`config.mk`:
```
export PLATFORM = sky130hd
export DESIGN_NAME = tbp_port
export DESIGN_NICKNAME = d
export VERILOG_FILES = /design/src/core/tbp_pkg.sv /design/src/core/tbp_sync.sv /design/src/core/tbp_port.sv
export VERILOG_INCLUDE_DIRS = /design/src /design/src/core
export SDC_FILE = /design/constraint.sdc
export NUM_CORES = 1
export LEC_CHECK = 0
export BUFFER_PORTS_ARGS = -buffer_cell sky130_fd_sc_hd__buf_2
export CORE_UTILIZATION = 43
export CTS_CLUSTER_SIZE = 20
export DETAILED_ROUTE_END_ITERATION = 8
export PLACE_DENSITY = 0.81
export SLEW_MARGIN = 30
export SYNTH_ARGS = -nofsm -noshare
export SYNTH_HDL_FRONTEND = slang
export SYNTH_SLANG_ARGS = --single-unit
```
`constraint.sdc`:
```
create_clock -name aclk -period 1.95 [get_ports aclk]
set_input_delay 0.39 -clock aclk [delete_from_list [all_inputs] [get_ports aclk]]
set_output_delay 0.39 -clock aclk [all_outputs]
set_load 0.05 [all_outputs]
```
`src/core/tbp_regs.svh`:
```
// Register indices, field positions, reset values and bus codes for the port
`ifndef TBP_REGS_SVH
`define TBP_REGS_SVH

// Register indices; byte address is four times the index
`define TBP_IDX_DIR        16'hFFC9
`define TBP_IDX_DATA       16'hFFCB
`define TBP_IDX_BRC        16'hFFE0
`define TBP_IDX_WCE        16'hFFE1
`define TBP_IDX_WCR        16'hFFE2

// Reset values
`define TBP_RST_DIR        8'h80
`define TBP_RST_DATA       8'h80
`define TBP_RST_WCE        8'hFF
`define TBP_RST_BUS_RELEASE_ENABLE       1'h0
`define TBP_RST_WMS        1'h0

// Read value of the write-only direction register
`define TBP_DIR_READ       8'hFF

// Field positions
`define TBP_PIN_GRANT      2
`define TBP_PIN_REQ        1
`define TBP_PIN_WAIT       0
`define TBP_BUS_RELEASE_ENABLE_BIT       0
`define TBP_WMS_BIT        1
`define TBP_FIXED_BIT      7
`define TBP_RSV_HI         6
`define TBP_RSV_LO         3
`define TBP_WCE_ALL        8'hFF

// Bus answers
`define TBP_RESP_OKAY      2'h0
`define TBP_RESP_SLVERR    2'h2

`endif

```
`src/core/tbp_pkg.sv`:
```
// Types shared by the three-bit port files
package tbp_pkg;
    typedef enum logic [2:0] {
        TBP_SEL_NONE,
        TBP_SEL_DIR,
        TBP_SEL_DATA,
        TBP_SEL_BRC,
        TBP_SEL_WCE,
        TBP_SEL_WCR
    } tbp_sel_t;
endpackage : tbp_pkg

```
`src/core/tbp_sync.sv`:
```
// Two-flop synchroniser bank for the port pin inputs
`timescale 1ns/1ps
module tbp_sync #(
    parameter int WIDTH = 3
) (
    // Clock and reset
    input  wire logic             aclk,
    input  wire logic             aresetn,
    // Asynchronous in, synchronised out
    input  wire logic [WIDTH-1:0] async_in,
    output logic      [WIDTH-1:0] sync_out
);
    logic [WIDTH-1:0] stage1;

    genvar g;
    generate
        for (g = 0; g < WIDTH; g++) begin : g_bit
            always_ff @(posedge aclk) begin
                if (!aresetn) begin
                    stage1[g]   <= 1'b1;
                    sync_out[g] <= 1'b1;
                end else begin
                    stage1[g]   <= async_in[g];
                    sync_out[g] <= stage1[g];
                end
            end
        end
    endgenerate
endmodule : tbp_sync

```
`src/core/tbp_port.sv`:
```
// Three-bit port with bus control pin sharing and AXI4-Lite register access
//
// Functional notes
// - Three two-way pins 2..0 serve either as plain I/O or as a bus control signal.
// - The pin sharing is the same in every operating mode; no mode input exists.
// - In plain I/O use a direction bit of 1 drives the pin and 0 makes it an input.
// - The 8-bit direction register is write-only and always reads all ones.
// - Direction resets to 0x80 on reset and hardware standby and holds in software standby.
// - In software standby a pin whose direction bit is 1 keeps driving.
// - A data read returns the stored bit for pins whose direction bit is 1.
// - A data read returns the synchronised pin level for pins whose direction bit is 0.
// - Data bit 7 reads 1 on input reads; bits 6 to 3 carry no defined pin value.
// - Data bits 6 to 3 are plain storage, writable and readable, tied to no pin.
// - Data bit 7 is fixed at 1 and ignores writes.
// - Data resets to 0x80 on reset and hardware standby and holds in software standby.
// - With bus release enabled pin 2 drives grant acknowledge and pin 1 takes bus request.
// - Pin 0 is picked by the area wait enables, upper wait mode bit and its direction bit.
//
// The implementer's own choice: the AXI4-Lite interface to the registers.
`timescale 1ns/1ps
`include "tbp_regs.svh"
module tbp_port
    import tbp_pkg::*;
(
    // Clock and reset
    input  wire logic        aclk,
    input  wire logic        aresetn,
    // Standby controls
    input  wire logic        hw_standby,
    input  wire logic        sw_standby,
    // AXI4-Lite write address
    input  wire logic [31:0] s_axi_awaddr,
    input  wire logic        s_axi_awvalid,
    output logic             s_axi_awready,
    // AXI4-Lite write data
    input  wire logic [31:0] s_axi_wdata,
    input  wire logic [3:0]  s_axi_wstrb,
    input  wire logic        s_axi_wvalid,
    output logic             s_axi_wready,
    // AXI4-Lite write response
    output logic [1:0]       s_axi_bresp,
    output logic             s_axi_bvalid,
    input  wire logic        s_axi_bready,
    // AXI4-Lite read address
    input  wire logic [31:0] s_axi_araddr,
    input  wire logic        s_axi_arvalid,
    output logic             s_axi_arready,
    // AXI4-Lite read data
    output logic [31:0]      s_axi_rdata,
    output logic [1:0]       s_axi_rresp,
    output logic             s_axi_rvalid,
    input  wire logic        s_axi_rready,
    // Port pins
    input  wire logic [2:0]  pin_i,
    output logic      [2:0]  pin_o,
    output logic      [2:0]  pin_oe,
    // Bus control functions
    input  wire logic        bus_grant_ack_n,
    output logic             bus_request_n,
    output logic             wait_request_n,
    output logic             wait_pin_selected
);

    function automatic tbp_sel_t decode(input logic [31:0] addr);
        tbp_sel_t s;
        s = TBP_SEL_NONE;
        if (addr[1:0] == 2'h0 && addr[31:18] == 14'h0000) begin
            unique case (addr[17:2])
                `TBP_IDX_DIR:  s = TBP_SEL_DIR;
                `TBP_IDX_DATA: s = TBP_SEL_DATA;
                `TBP_IDX_BRC:  s = TBP_SEL_BRC;
                `TBP_IDX_WCE:  s = TBP_SEL_WCE;
                `TBP_IDX_WCR:  s = TBP_SEL_WCR;
                default:       s = TBP_SEL_NONE;
            endcase
        end
        return s;
    endfunction : decode

    // Registers
    logic [7:0]  pin_direction;
    logic [7:0]  pin_data;
    logic        bus_release_enable;
    logic [7:0]  per_area_wait_enables;
    logic        wait_mode_select_upper;

    // Write channel holding
    logic        aw_full;
    logic [31:0] aw_addr;
    logic        w_full;
    logic [31:0] w_data;
    logic [3:0]  w_strb;

    logic [2:0]  pin_sync;

    tbp_sync #(
        .WIDTH    (3)
    ) u_sync (
        .aclk     (aclk),
        .aresetn  (aresetn),
        .async_in (pin_i),
        .sync_out (pin_sync)
    );

    // Handshakes and decode
    wire         aw_hs      = s_axi_awvalid && s_axi_awready;
    wire         w_hs       = s_axi_wvalid && s_axi_wready;
    wire         ar_hs      = s_axi_arvalid && s_axi_arready;
    wire         do_write   = aw_full && w_full && !s_axi_bvalid;
    wire         lane0      = w_strb[0];
    wire tbp_sel_t wr_sel   = decode(aw_addr);
    wire tbp_sel_t rd_sel   = decode(s_axi_araddr);
    wire         wr_dir     = do_write && lane0 && wr_sel == TBP_SEL_DIR;
    wire         wr_data    = do_write && lane0 && wr_sel == TBP_SEL_DATA;
    wire         wr_brc     = do_write && lane0 && wr_sel == TBP_SEL_BRC;
    wire         wr_wce     = do_write && lane0 && wr_sel == TBP_SEL_WCE;
    wire         wr_wcr     = do_write && lane0 && wr_sel == TBP_SEL_WCR;

    assign s_axi_awready = !aw_full;
    assign s_axi_wready  = !w_full;
    assign s_axi_arready = !s_axi_rvalid;

    // Pin function selection, no mode input takes part
    wire         wait_sel   = (per_area_wait_enables != `TBP_WCE_ALL) || wait_mode_select_upper;
    assign wait_pin_selected = wait_sel;

    // Pin 2: grant acknowledge or plain I/O
    assign pin_oe[`TBP_PIN_GRANT] = bus_release_enable || pin_direction[`TBP_PIN_GRANT];
    assign pin_o[`TBP_PIN_GRANT]  = bus_release_enable ? bus_grant_ack_n : pin_data[`TBP_PIN_GRANT];
    // Pin 1: bus request input or plain I/O
    assign pin_oe[`TBP_PIN_REQ]   = !bus_release_enable && pin_direction[`TBP_PIN_REQ];
    assign pin_o[`TBP_PIN_REQ]    = pin_data[`TBP_PIN_REQ];
    assign bus_request_n          = bus_release_enable ? pin_sync[`TBP_PIN_REQ] : 1'b1;
    // Pin 0: wait request input or plain I/O; software standby leaves drive alone
    assign pin_oe[`TBP_PIN_WAIT]  = !wait_sel && pin_direction[`TBP_PIN_WAIT];
    assign pin_o[`TBP_PIN_WAIT]   = pin_data[`TBP_PIN_WAIT];
    assign wait_request_n         = wait_sel ? pin_sync[`TBP_PIN_WAIT] : 1'b1;

    // Data read: stored bit for outputs, pin level for inputs
    wire [2:0]   pin_view   = (pin_direction[2:0] & pin_data[2:0]) | (~pin_direction[2:0] & pin_sync);
    wire [7:0]   data_view  = {1'b1, pin_data[`TBP_RSV_HI:`TBP_RSV_LO], pin_view};

    logic [7:0]  rd_byte;
    always_comb begin
        rd_byte = 8'h00;
        unique case (rd_sel)
            TBP_SEL_DIR:  rd_byte = `TBP_DIR_READ;
            TBP_SEL_DATA: rd_byte = data_view;
            TBP_SEL_BRC:  rd_byte = {7'h00, bus_release_enable};
            TBP_SEL_WCE:  rd_byte = per_area_wait_enables;
            TBP_SEL_WCR:  rd_byte = {6'h00, wait_mode_select_upper, 1'b0};
            TBP_SEL_NONE: rd_byte = 8'h00;
        endcase
    end

    // Write address and data capture, either order
    always_ff @(posedge aclk) begin
        if (!aresetn) begin
            aw_full <= 1'b0;
            aw_addr <= 32'h0000_0000;
        end else if (aw_hs) begin
            aw_full <= 1'b1;
            aw_addr <= s_axi_awaddr;
        end else if (do_write) begin
            aw_full <= 1'b0;
        end
    end

    always_ff @(posedge aclk) begin
        if (!aresetn) begin
            w_full <= 1'b0;
            w_data <= 32'h0000_0000;
            w_strb <= 4'h0;
        end else if (w_hs) begin
            w_full <= 1'b1;
            w_data <= s_axi_wdata;
            w_strb <= s_axi_wstrb;
        end else if (do_write) begin
            w_full <= 1'b0;
        end
    end

    // Write response
    always_ff @(posedge aclk) begin
        if (!aresetn) begin
            s_axi_bvalid <= 1'b0;
            s_axi_bresp  <= `TBP_RESP_OKAY;
        end else if (do_write) begin
            s_axi_bvalid <= 1'b1;
            s_axi_bresp  <= (wr_sel == TBP_SEL_NONE) ? `TBP_RESP_SLVERR : `TBP_RESP_OKAY;
        end else if (s_axi_bready) begin
            s_axi_bvalid <= 1'b0;
        end
    end

    // Read response
    always_ff @(posedge aclk) begin
        if (!aresetn) begin
            s_axi_rvalid <= 1'b0;
            s_axi_rdata  <= 32'h0000_0000;
            s_axi_rresp  <= `TBP_RESP_OKAY;
        end else if (ar_hs) begin
            s_axi_rvalid <= 1'b1;
            s_axi_rdata  <= {24'h000000, rd_byte};
            s_axi_rresp  <= (rd_sel == TBP_SEL_NONE) ? `TBP_RESP_SLVERR : `TBP_RESP_OKAY;
        end else if (s_axi_rready) begin
            s_axi_rvalid <= 1'b0;
        end
    end

    // Port registers; software standby has no effect on them
    always_ff @(posedge aclk) begin
        if (!aresetn || hw_standby) begin
            pin_direction <= `TBP_RST_DIR;
        end else if (wr_dir) begin
            pin_direction <= w_data[7:0];
        end
    end

    always_ff @(posedge aclk) begin
        if (!aresetn || hw_standby) begin
            pin_data <= `TBP_RST_DATA;
        end else if (wr_data) begin
            pin_data <= {1'b1, w_data[6:0]};
        end
    end

    // Bus control settings
    always_ff @(posedge aclk) begin
        if (!aresetn || hw_standby) begin
            bus_release_enable     <= `TBP_RST_BUS_RELEASE_ENABLE;
            per_area_wait_enables  <= `TBP_RST_WCE;
            wait_mode_select_upper <= `TBP_RST_WMS;
        end else begin
            if (wr_brc) begin
                bus_release_enable <= w_data[`TBP_BUS_RELEASE_ENABLE_BIT];
            end
            if (wr_wce) begin
                per_area_wait_enables <= w_data[7:0];
            end
            if (wr_wcr) begin
                wait_mode_select_upper <= w_data[`TBP_WMS_BIT];
            end
        end
    end

    // Checks
    logic        rd_was_dir;
    logic        rd_was_data;
    always_ff @(posedge aclk) begin
        if (!aresetn) begin
            rd_was_dir  <= 1'b0;
            rd_was_data <= 1'b0;
        end else if (ar_hs) begin
            rd_was_dir  <= rd_sel == TBP_SEL_DIR;
            rd_was_data <= rd_sel == TBP_SEL_DATA;
        end
    end

    dir_read_a: assert property (@(posedge aclk) disable iff (!aresetn)
        s_axi_rvalid && rd_was_dir |-> s_axi_rdata[7:0] == `TBP_DIR_READ)
        else $error("direction read not all ones");

    dir_reset_a: assert property (@(posedge aclk) disable iff (!aresetn)
        $rose(aresetn) || $past(hw_standby) |-> pin_direction == `TBP_RST_DIR && pin_data == `TBP_RST_DATA)
        else $error("port registers not at 0x80 after reset or standby");

    standby_hold_a: assert property (@(posedge aclk) disable iff (!aresetn)
        sw_standby && !hw_standby && !do_write |=> $stable(pin_data) && $stable(pin_direction))
        else $error("registers changed in software standby");

    drive_out_a: assert property (@(posedge aclk) disable iff (!aresetn)
        pin_direction[0] && !wait_sel |-> pin_oe[0] && pin_o[0] == pin_data[0])
        else $error("pin 0 not driving its data");

    out_read_a: assert property (@(posedge aclk) disable iff (!aresetn)
        ar_hs && rd_sel == TBP_SEL_DATA && pin_direction[2] |=> s_axi_rdata[2] == $past(pin_data[2]))
        else $error("output pin read not from stored bit");

    in_read_a: assert property (@(posedge aclk) disable iff (!aresetn)
        ar_hs && rd_sel == TBP_SEL_DATA && !pin_direction[1] |=> s_axi_rdata[1] == $past(pin_sync[1]))
        else $error("input pin read not from pin level");

    fixed_bit_a: assert property (@(posedge aclk) disable iff (!aresetn)
        s_axi_rvalid && rd_was_data |-> s_axi_rdata[7] && pin_data[7])
        else $error("data bit 7 not one");

    rsv_store_a: assert property (@(posedge aclk) disable iff (!aresetn)
        wr_data && !hw_standby |=> pin_data[6:3] == $past(w_data[6:3]))
        else $error("reserved data bits not stored");

    bus_release_a: assert property (@(posedge aclk) disable iff (!aresetn)
        bus_release_enable |-> pin_oe[2] && !pin_oe[1] && pin_o[2] == bus_grant_ack_n)
        else $error("bus release pin roles wrong");

    wait_pin_a: assert property (@(posedge aclk) disable iff (!aresetn)
        wait_sel |-> !pin_oe[0] && wait_request_n == pin_sync[0])
        else $error("wait pin driven while selected");

    write_resp_c: cover property (@(posedge aclk) disable iff (!aresetn) wr_dir ##1 s_axi_bvalid);
    read_data_c:  cover property (@(posedge aclk) disable iff (!aresetn) s_axi_rvalid && rd_was_data);
    release_c:    cover property (@(posedge aclk) disable iff (!aresetn) $rose(bus_release_enable));
    wait_c:       cover property (@(posedge aclk) disable iff (!aresetn) $rose(wait_sel));

endmodule : tbp_port

```
==> reports/qor.yml, run 1 <==
synth:
  synth_top_area_cell: "dfxtp_1"
  synth_cell_types: 47
  synthArstFlopShare_pct: 0
  yosysMostFrequentCell: "nand2_1"
  synthesis.area_sq_um: 3860
  synthFlopType: "dfxtp_1"
  synthCells: 449
  ys_seq_area_share_pct: 42.0
  ys_warn_count: 0
  synth_edf_count: 0
  synth_area_leaders: "dfxtp_1 (42%), nand2_1 (10%), a21boi_0 (8.2%)"
  synth_top_area_share_pct: 42.0
  post_synth.cell_area_avg_sq_um: 8.60
  synthTopCellsByCount: "nand2_1 (106), dfxtp_1 (81), a21boi_0 (42), buf_4 (28), nor2_1 (25)"
  yosys_register_bits: 81
clock_tree:
  tritoncts: "done"
  cts.path.max_buffers: 2
  path_clk_slew_ns: 0.09
  cts_root_buf: "clkbuf_8"
  htreeDepth: 3
  cts_sinks: 81
  cts_buffers: 9
  clk_latency_ns: 0.35
sta:
  tightestPinTransition_ns: 0.579
  finalHoldViolations: 0
  whs_ns: 0.218
  fin_crit_ns: 1.87
  slew_viol_final: 0
  post-route-period-util_pct: 95.7
  fin_skew_ns: 0.00881
  rsz0062_at_grt: "yes"
  slew_headroom_pct: 61.3
  max_freq_mhz: 536
  finalSetupViolations: 0
floorplan:
  dieArea_sq_um: 9360
  core_area_sq_um: 8720
  chipWidth_microns: 96.8
  fp.dieH_microns: 96.8
  io_pins: 163
  core.rowCount: 34
  start_util_pct: 44.3
layout:
  drive_gt1_share_pct: 28.4
  fin_util_pct: 53.5
  stdcell_area_sq_um: 4660
  stdcell_count: 667
  diodes: 0
  synthToLayoutAreaGrowth_pct: 20.8
  fin_nets: 667
worst_setup_path:
  setup.worst_path.start_class: "register"
  worstSetupPathType: "register to register"
  crit_arrival_ns: 2.10
  r2r-end: "pin_data[1]"
  reg2reg_slack_ns: 0.08
  crit_fanout: 7
  worstRegToRegCells: 5
  end_kind: "register"
  cp-endpoint: "pin_data[1]"
  required_ns: 2.18
  crit_start: "aw_addr[18]"
  reg2reg_from: "aw_addr[18]"
global_route:
  grt_overflow: 0
  grt_start_max_net_pins: 51
  antenna_found_initial: 0
  grt_pass1_vias: 3250
  grt_pass1_wl_microns: 14200
  globalRouteTotalUtil_pct: 18.7
placed_design:
  post_dp_cell_area_sq_um: 4430
  port_buffers: 108
  gp_congestion: 0.808
  dp_hpwl_microns: 6390
  placed_cells: 650
routing:
  remaining_drc_errors: 0
  vias_per_cell: 5.03
  vias: 3356
  drt-total-wl_microns: 8510
  drtIter0Drc: 94
  antenna_left: 0
  wl_per_cell_microns: 12.8
  drt-pass1-iter-count: 4
run_status:
  outcome: "complete, no violations"
power_and_ir_drop:
  power_w: 0.00346
  max-vdd-ir-drop_v: 0.000482
  powerDensity_nw_per_um2: 742
  p_leak_nw: 2.10
run:
  maxCapViolCount: 0
worst_hold_path:
  hp-start: "pin_i[2]"
  hold_class: "input port to register"
## per-stage QoR
| step | setup TNS (ns) | setup slack, ns |
|---|---|---|
| after detailed placement | -0.0275 | -0.0275 |
| after global routing | -0.0441 | -0.0243 |
| final | 0 | 0.0841 |
| after global placement | 0 | 0.0135 |
| after floorplan | 0 | 0.0675 |
| after CTS | 0 | 0.0205 |
## area by class of cell
class | count | area (sq um)
Sequential cell | 81 | 1630
Multi-Input combinational cell | 329 | 2010
Fill cell | 829 | 4060
Clock buffer | 11 | 151
Timing Repair Buffer | 122 | 662
Inverter | 11 | 41.3
Tap cell | 108 | 135
Clock inverter | 5 | 37.5
## kinds of logic (layout without fill, tap and decap cells)
group                  Yosys count  in the layout  synth area share, %
buffers and inverters           64            149                 8.94
multiplexers                    24             24                 6.32
flip-flops                      81             81                 42.0
AO/OA/AOI/OAI                   86             86                 16.1
AND/OR/NAND/NOR                192            192                 26.3
other                            1             26               0.0971
XOR/XNOR                         1              1                0.227
## report_power, final
part	internal [W]	switching (W)
registers	0.00173	0.0000458
clock network	0.000536	0.000605
logic	0.000177	0.000370
total	0.00244	0.00102
## metal layers
layer  up-vias  global-route usage [%]  wire, microns
li1       1697                       -              -
met1      1536                    20.6           3600
met5         -                       0              0
met2       111                    34.8           4430
met4         0                    6.77            136
met3        12                    4.05            349
## sequential cells by signal (all words and copies together), names as in the netlist
name                    count
s_axi_rdata                 8
aw_addr                    32
u_sync.sync_out             3
pin_direction               3
s_axi_bresp                 1
per_area_wait_enables       8
s_axi_bvalid                1
w_full                      1
u_sync.stage1               3
aw_full                     1
s_axi_rresp                 1
wait_mode_select_upper      1
w_strb                      1
s_axi_rvalid                1
pin_data                    7
bus_release_enable          1
w_data                      8
## layout by cell type (no fill, tap or decap), types with 11 or more instances in the layout
cell,n
nand2_1,106
a21boi_0,42
buf_2,106
inv_1,11
mux2i_1,21
nand2b_1,12
buf_4,13
clkbuf_8,11
conb_1,26
dfxtp_1,78
nor2_1,25
## critical path, stage by stage, from the launching register on
cell	delay [ns]
dfxtp_2	0.32
or4b_4	0.54
nor4_4	0.33
buf_6	0.18
nand4_4	0.21
mux2i_1	0.18
## worst min-delay path by stage
stage | end | slack [ns] | cells past startpoint
2_1_floorplan | u_sync.sync_out[0] | 0.39 | 1
3_3_place_gp | u_sync.sync_out[1] | 0.39 | 1
3_5_place_dp | u_sync.sync_out[2] | 0.39 | 1
4_1_cts | u_sync.stage1[0] | 0.21 | 2
5_1_grt | u_sync.stage1[2] | 0.20 | 2
6_report | u_sync.stage1[2] | 0.22 | 2
## what timing repair did
item	CTS	global route
pin swaps	0	3
endpoints found under the setup margin	3	11
gates resized for setup	4	8
hold buffers	0	0
setup buffers	0	1
Note: power is estimated with default switching activity, not from simulation.
==> inputs of run 2 (changes only) <==
==> constraint.sdc (replaced) <==
create_clock -name aclk -period 1.95 [get_ports aclk]
set_input_delay 0.195 -clock aclk [delete_from_list [all_inputs] [get_ports aclk]]
set_output_delay 0.195 -clock aclk [all_outputs]
set_load 0.05 [all_outputs]
==> run 2 against run 1 <==
Against the previous run:
- register-to-register slack better by 0.04 ns
- sequential cell count stayed put
- clock skew is 0.0016 ns lower
- global-route usage is 0.27 points lower
- clock-buffer cell count stayed put
- largest power group unchanged
- clock power is 6% lower
- non-clock buffer count is 4 lower
- combinational power is 1% lower
==> reports/qor.yml, run 2 (synthesis results as in run 1) <==
run_status:
  outcome: "complete, no violations"
floorplan:
  io_pins: 163  # unchanged
  dieArea_sq_um: 9360  # unchanged
  core_area_sq_um: 8720  # unchanged
  fp.dieH_microns: 96.8  # unchanged
  core.rowCount: 34  # unchanged
  start_util_pct: 44.3  # unchanged
  chipWidth_microns: 96.8  # unchanged
worst_setup_path:
  crit_arrival_ns: 2.06  # -0.04 ns
  end_kind: "register"
  slowest_stage: "or4_4"
  r2r-end: "s_axi_bresp[1]"
  crit_cells: 5  # unchanged
  crit_buf_inv: 1  # unchanged
  setup.worst_path.start_class: "register"
  worstSetupPathType: "register to register"
  max_stage_delay_ns: 0.54  # about the same
  path_cells: "or4_4, nor4_4, buf_6, nand4b_1, o311a_1"
  cp-endpoint: "s_axi_bresp[1]"
  reg2reg_from: "aw_addr[20]"
  crit_fanout: 6  # -1
  cp_top_family: "simple AND/OR/NAND/NOR gates"
  crit_start: "aw_addr[20]"
  worstRegToRegCells: 5  # unchanged
  reg2reg_slack_ns: 0.12  # +0.04 ns
  required_ns: 2.18  # about the same
power_and_ir_drop:
  comb_power_share_pct: 15.9  # about the same
  power_frac_seq_pct: 52.6  # +1.3 points
  p_sw_share_pct: 29.2  # -0.23 points
  clockPowerShare_pct: 31.5  # -1.4 points
  p_leak_nw: 2.06  # -2.1%
  power_w: 0.00338  # -2.4%
  power.net_switching_w: 0.000989  # -3.1%
  max-vdd-ir-drop_v: 0.000392  # -19%
  powerDensity_nw_per_um2: 738  # -0.66%
  p_int_w: 0.00239  # -2.1%
layout:
  largest_reg_flops: 32  # unchanged
  stdcell_area_sq_um: 4580  # -1.7%
  fin_util_pct: 52.6  # -0.92 points
  largest_register: "aw_addr"
  fin_nets: 663  # -0.60%
  nFillCells: 833  # +0.48%
  final_common_cell: "buf_2"
  drive_gt1_share_pct: 26.7  # -1.7 points
  layout_common_cells: "buf_2 (108), nand2_1 (106), dfxtp_1 (81), a21boi_0 (42), conb_1 (26)"
  diodes: 0  # unchanged
  synthToLayoutAreaGrowth_pct: 18.7
clock_tree:
  clk_latency_ns: 0.34  # about the same
  cts.path.max_buffers: 2  # unchanged
  cts_sinks: 81  # unchanged
  tritoncts: "done"
  cts_root_buf: "clkbuf_8"
  htreeDepth: 3  # unchanged
  holdBufCountCts: 0  # unchanged
  cts_buffers: 9  # unchanged
  path_clk_slew_ns: 0.08  # about the same
sta:
  max_freq_mhz: 546  # +1.9%
  finalSetupViolations: 0  # unchanged
  post-route-period-util_pct: 93.9  # -1.8 points
  finalHoldViolations: 0  # unchanged
  whs_ns: 0.0276  # -0.191 ns
  fin_skew_ns: 0.00726  # -0.00155 ns
  slew_headroom_pct: 56.9  # -4.4 points
  fin_crit_ns: 1.83  # -0.0356 ns
  rsz0062_at_grt: "no"
  tightestPinTransition_ns: 0.642  # +0.0623 ns
  slew_viol_final: 0  # unchanged
  fin_tns_setup_ns: 0  # unchanged
global_route:
  grt_start_max_net_pins: 33  # -35%
  grt_pass1_vias: 3193  # -1.8%
  grt_pass1_wl_microns: 14100  # -0.58%
  grt_overflow: 0  # unchanged
  globalRouteTotalUtil_pct: 18.4  # -0.27 points
  antenna_found_initial: 0  # unchanged
placed_design:
  port_buffers: 108  # unchanged
  post_dp_cell_area_sq_um: 4400  # -0.51%
  gp_congestion: 0.809  # +0.16%
  dp_hpwl_microns: 6570  # +2.8%
routing:
  drt-total-wl_microns: 8450  # -0.69%
  remaining_drc_errors: 0  # unchanged
  antenna_left: 0  # unchanged
  vias_per_cell: 5.05  # +0.43%
  drtIter0Drc: 74  # -21%
  drt-pass1-iter-count: 4  # unchanged
  vias: 3345  # -0.33%
  wl_per_cell_microns: 12.8  # about the same
worst_hold_path:
  hold_class: "input port to register"
run:
  maxCapViolCount: 0  # unchanged
-- run 2: cell count changes in the layout (fill, tap and decap cells not counted), sizes merged --
cell    delta
clkinv     -1
buf        -4
-- run 2: stage by stage --
stage / worst slack, ns / cells
4_1_cts: 0.0270 / 662
2_1_floorplan: 0.0828 / 474
6_report: 0.120 / 662
3_3_place_gp: 0.129 / 647
3_5_place_dp: 0.0888 / 647
5_1_grt: 0.00494 / 662
-- run 2: power groups by stage --
stage	registers, W	clock network (W)	logic [W]
after floorplan	0.00186	0	0.000370
final	0.00178	0.00107	0.000539
after global placement	0.00181	0	0.000528
after CTS	0.00178	0.00110	0.000541
after global routing	0.00179	0.00118	0.000587
after detailed placement	0.00182	0	0.000540
-- run 2: how the worst min path moves through the flow --
stage,startpoint,endpoint,cells after the start
after floorplan,pin_i[0],u_sync.stage1[0],1
after global placement,pin_i[1],u_sync.stage1[1],2
after detailed placement,pin_i[0],u_sync.stage1[0],2
after CTS,pin_i[0],u_sync.stage1[0],2
after global routing,pin_i[1],u_sync.stage1[1],2
final,pin_i[0],u_sync.stage1[0],2
-- run 2: cell type report --
cell class / count / area, sq um / share of cell area (%)
multi-input cells: 329 / 2000 / 43.6
flip-flops and latches: 81 / 1620 / 35.4
clock buffers: 11 / 141 / 3.08
well taps: 108 / 135 / 2.95
clock inverters: 4 / 28.8 / 0.628
repair buffers: 118 / 619 / 13.5
inverters: 11 / 41.3 / 0.901
-- run 2: metal layers --
metal  vias to the layer above  GRT usage, %  part of all wire, %
met5                         -             0                    0
met4                         0          6.77                  1.5
met3                        13          4.62                  5.2
met2                       116          34.1                   52
met1                      1523          20.0                   41
li1                       1693             -                    -
-- run 2: timing repair --
item,CTS,global route
buffers inserted,0,0
gates resized for setup,0,2
setup endpoints to repair,0,9
-- run 2: worst register-to-register path: cells and delay by family (launching register included) --
family | cells | cell delay [ns]
and+or+nand+nor | 3 | 0.94
DFF | 1 | 0.32
buffers and inverters | 1 | 0.17
AOI/OAI and AO/OA | 1 | 0.29
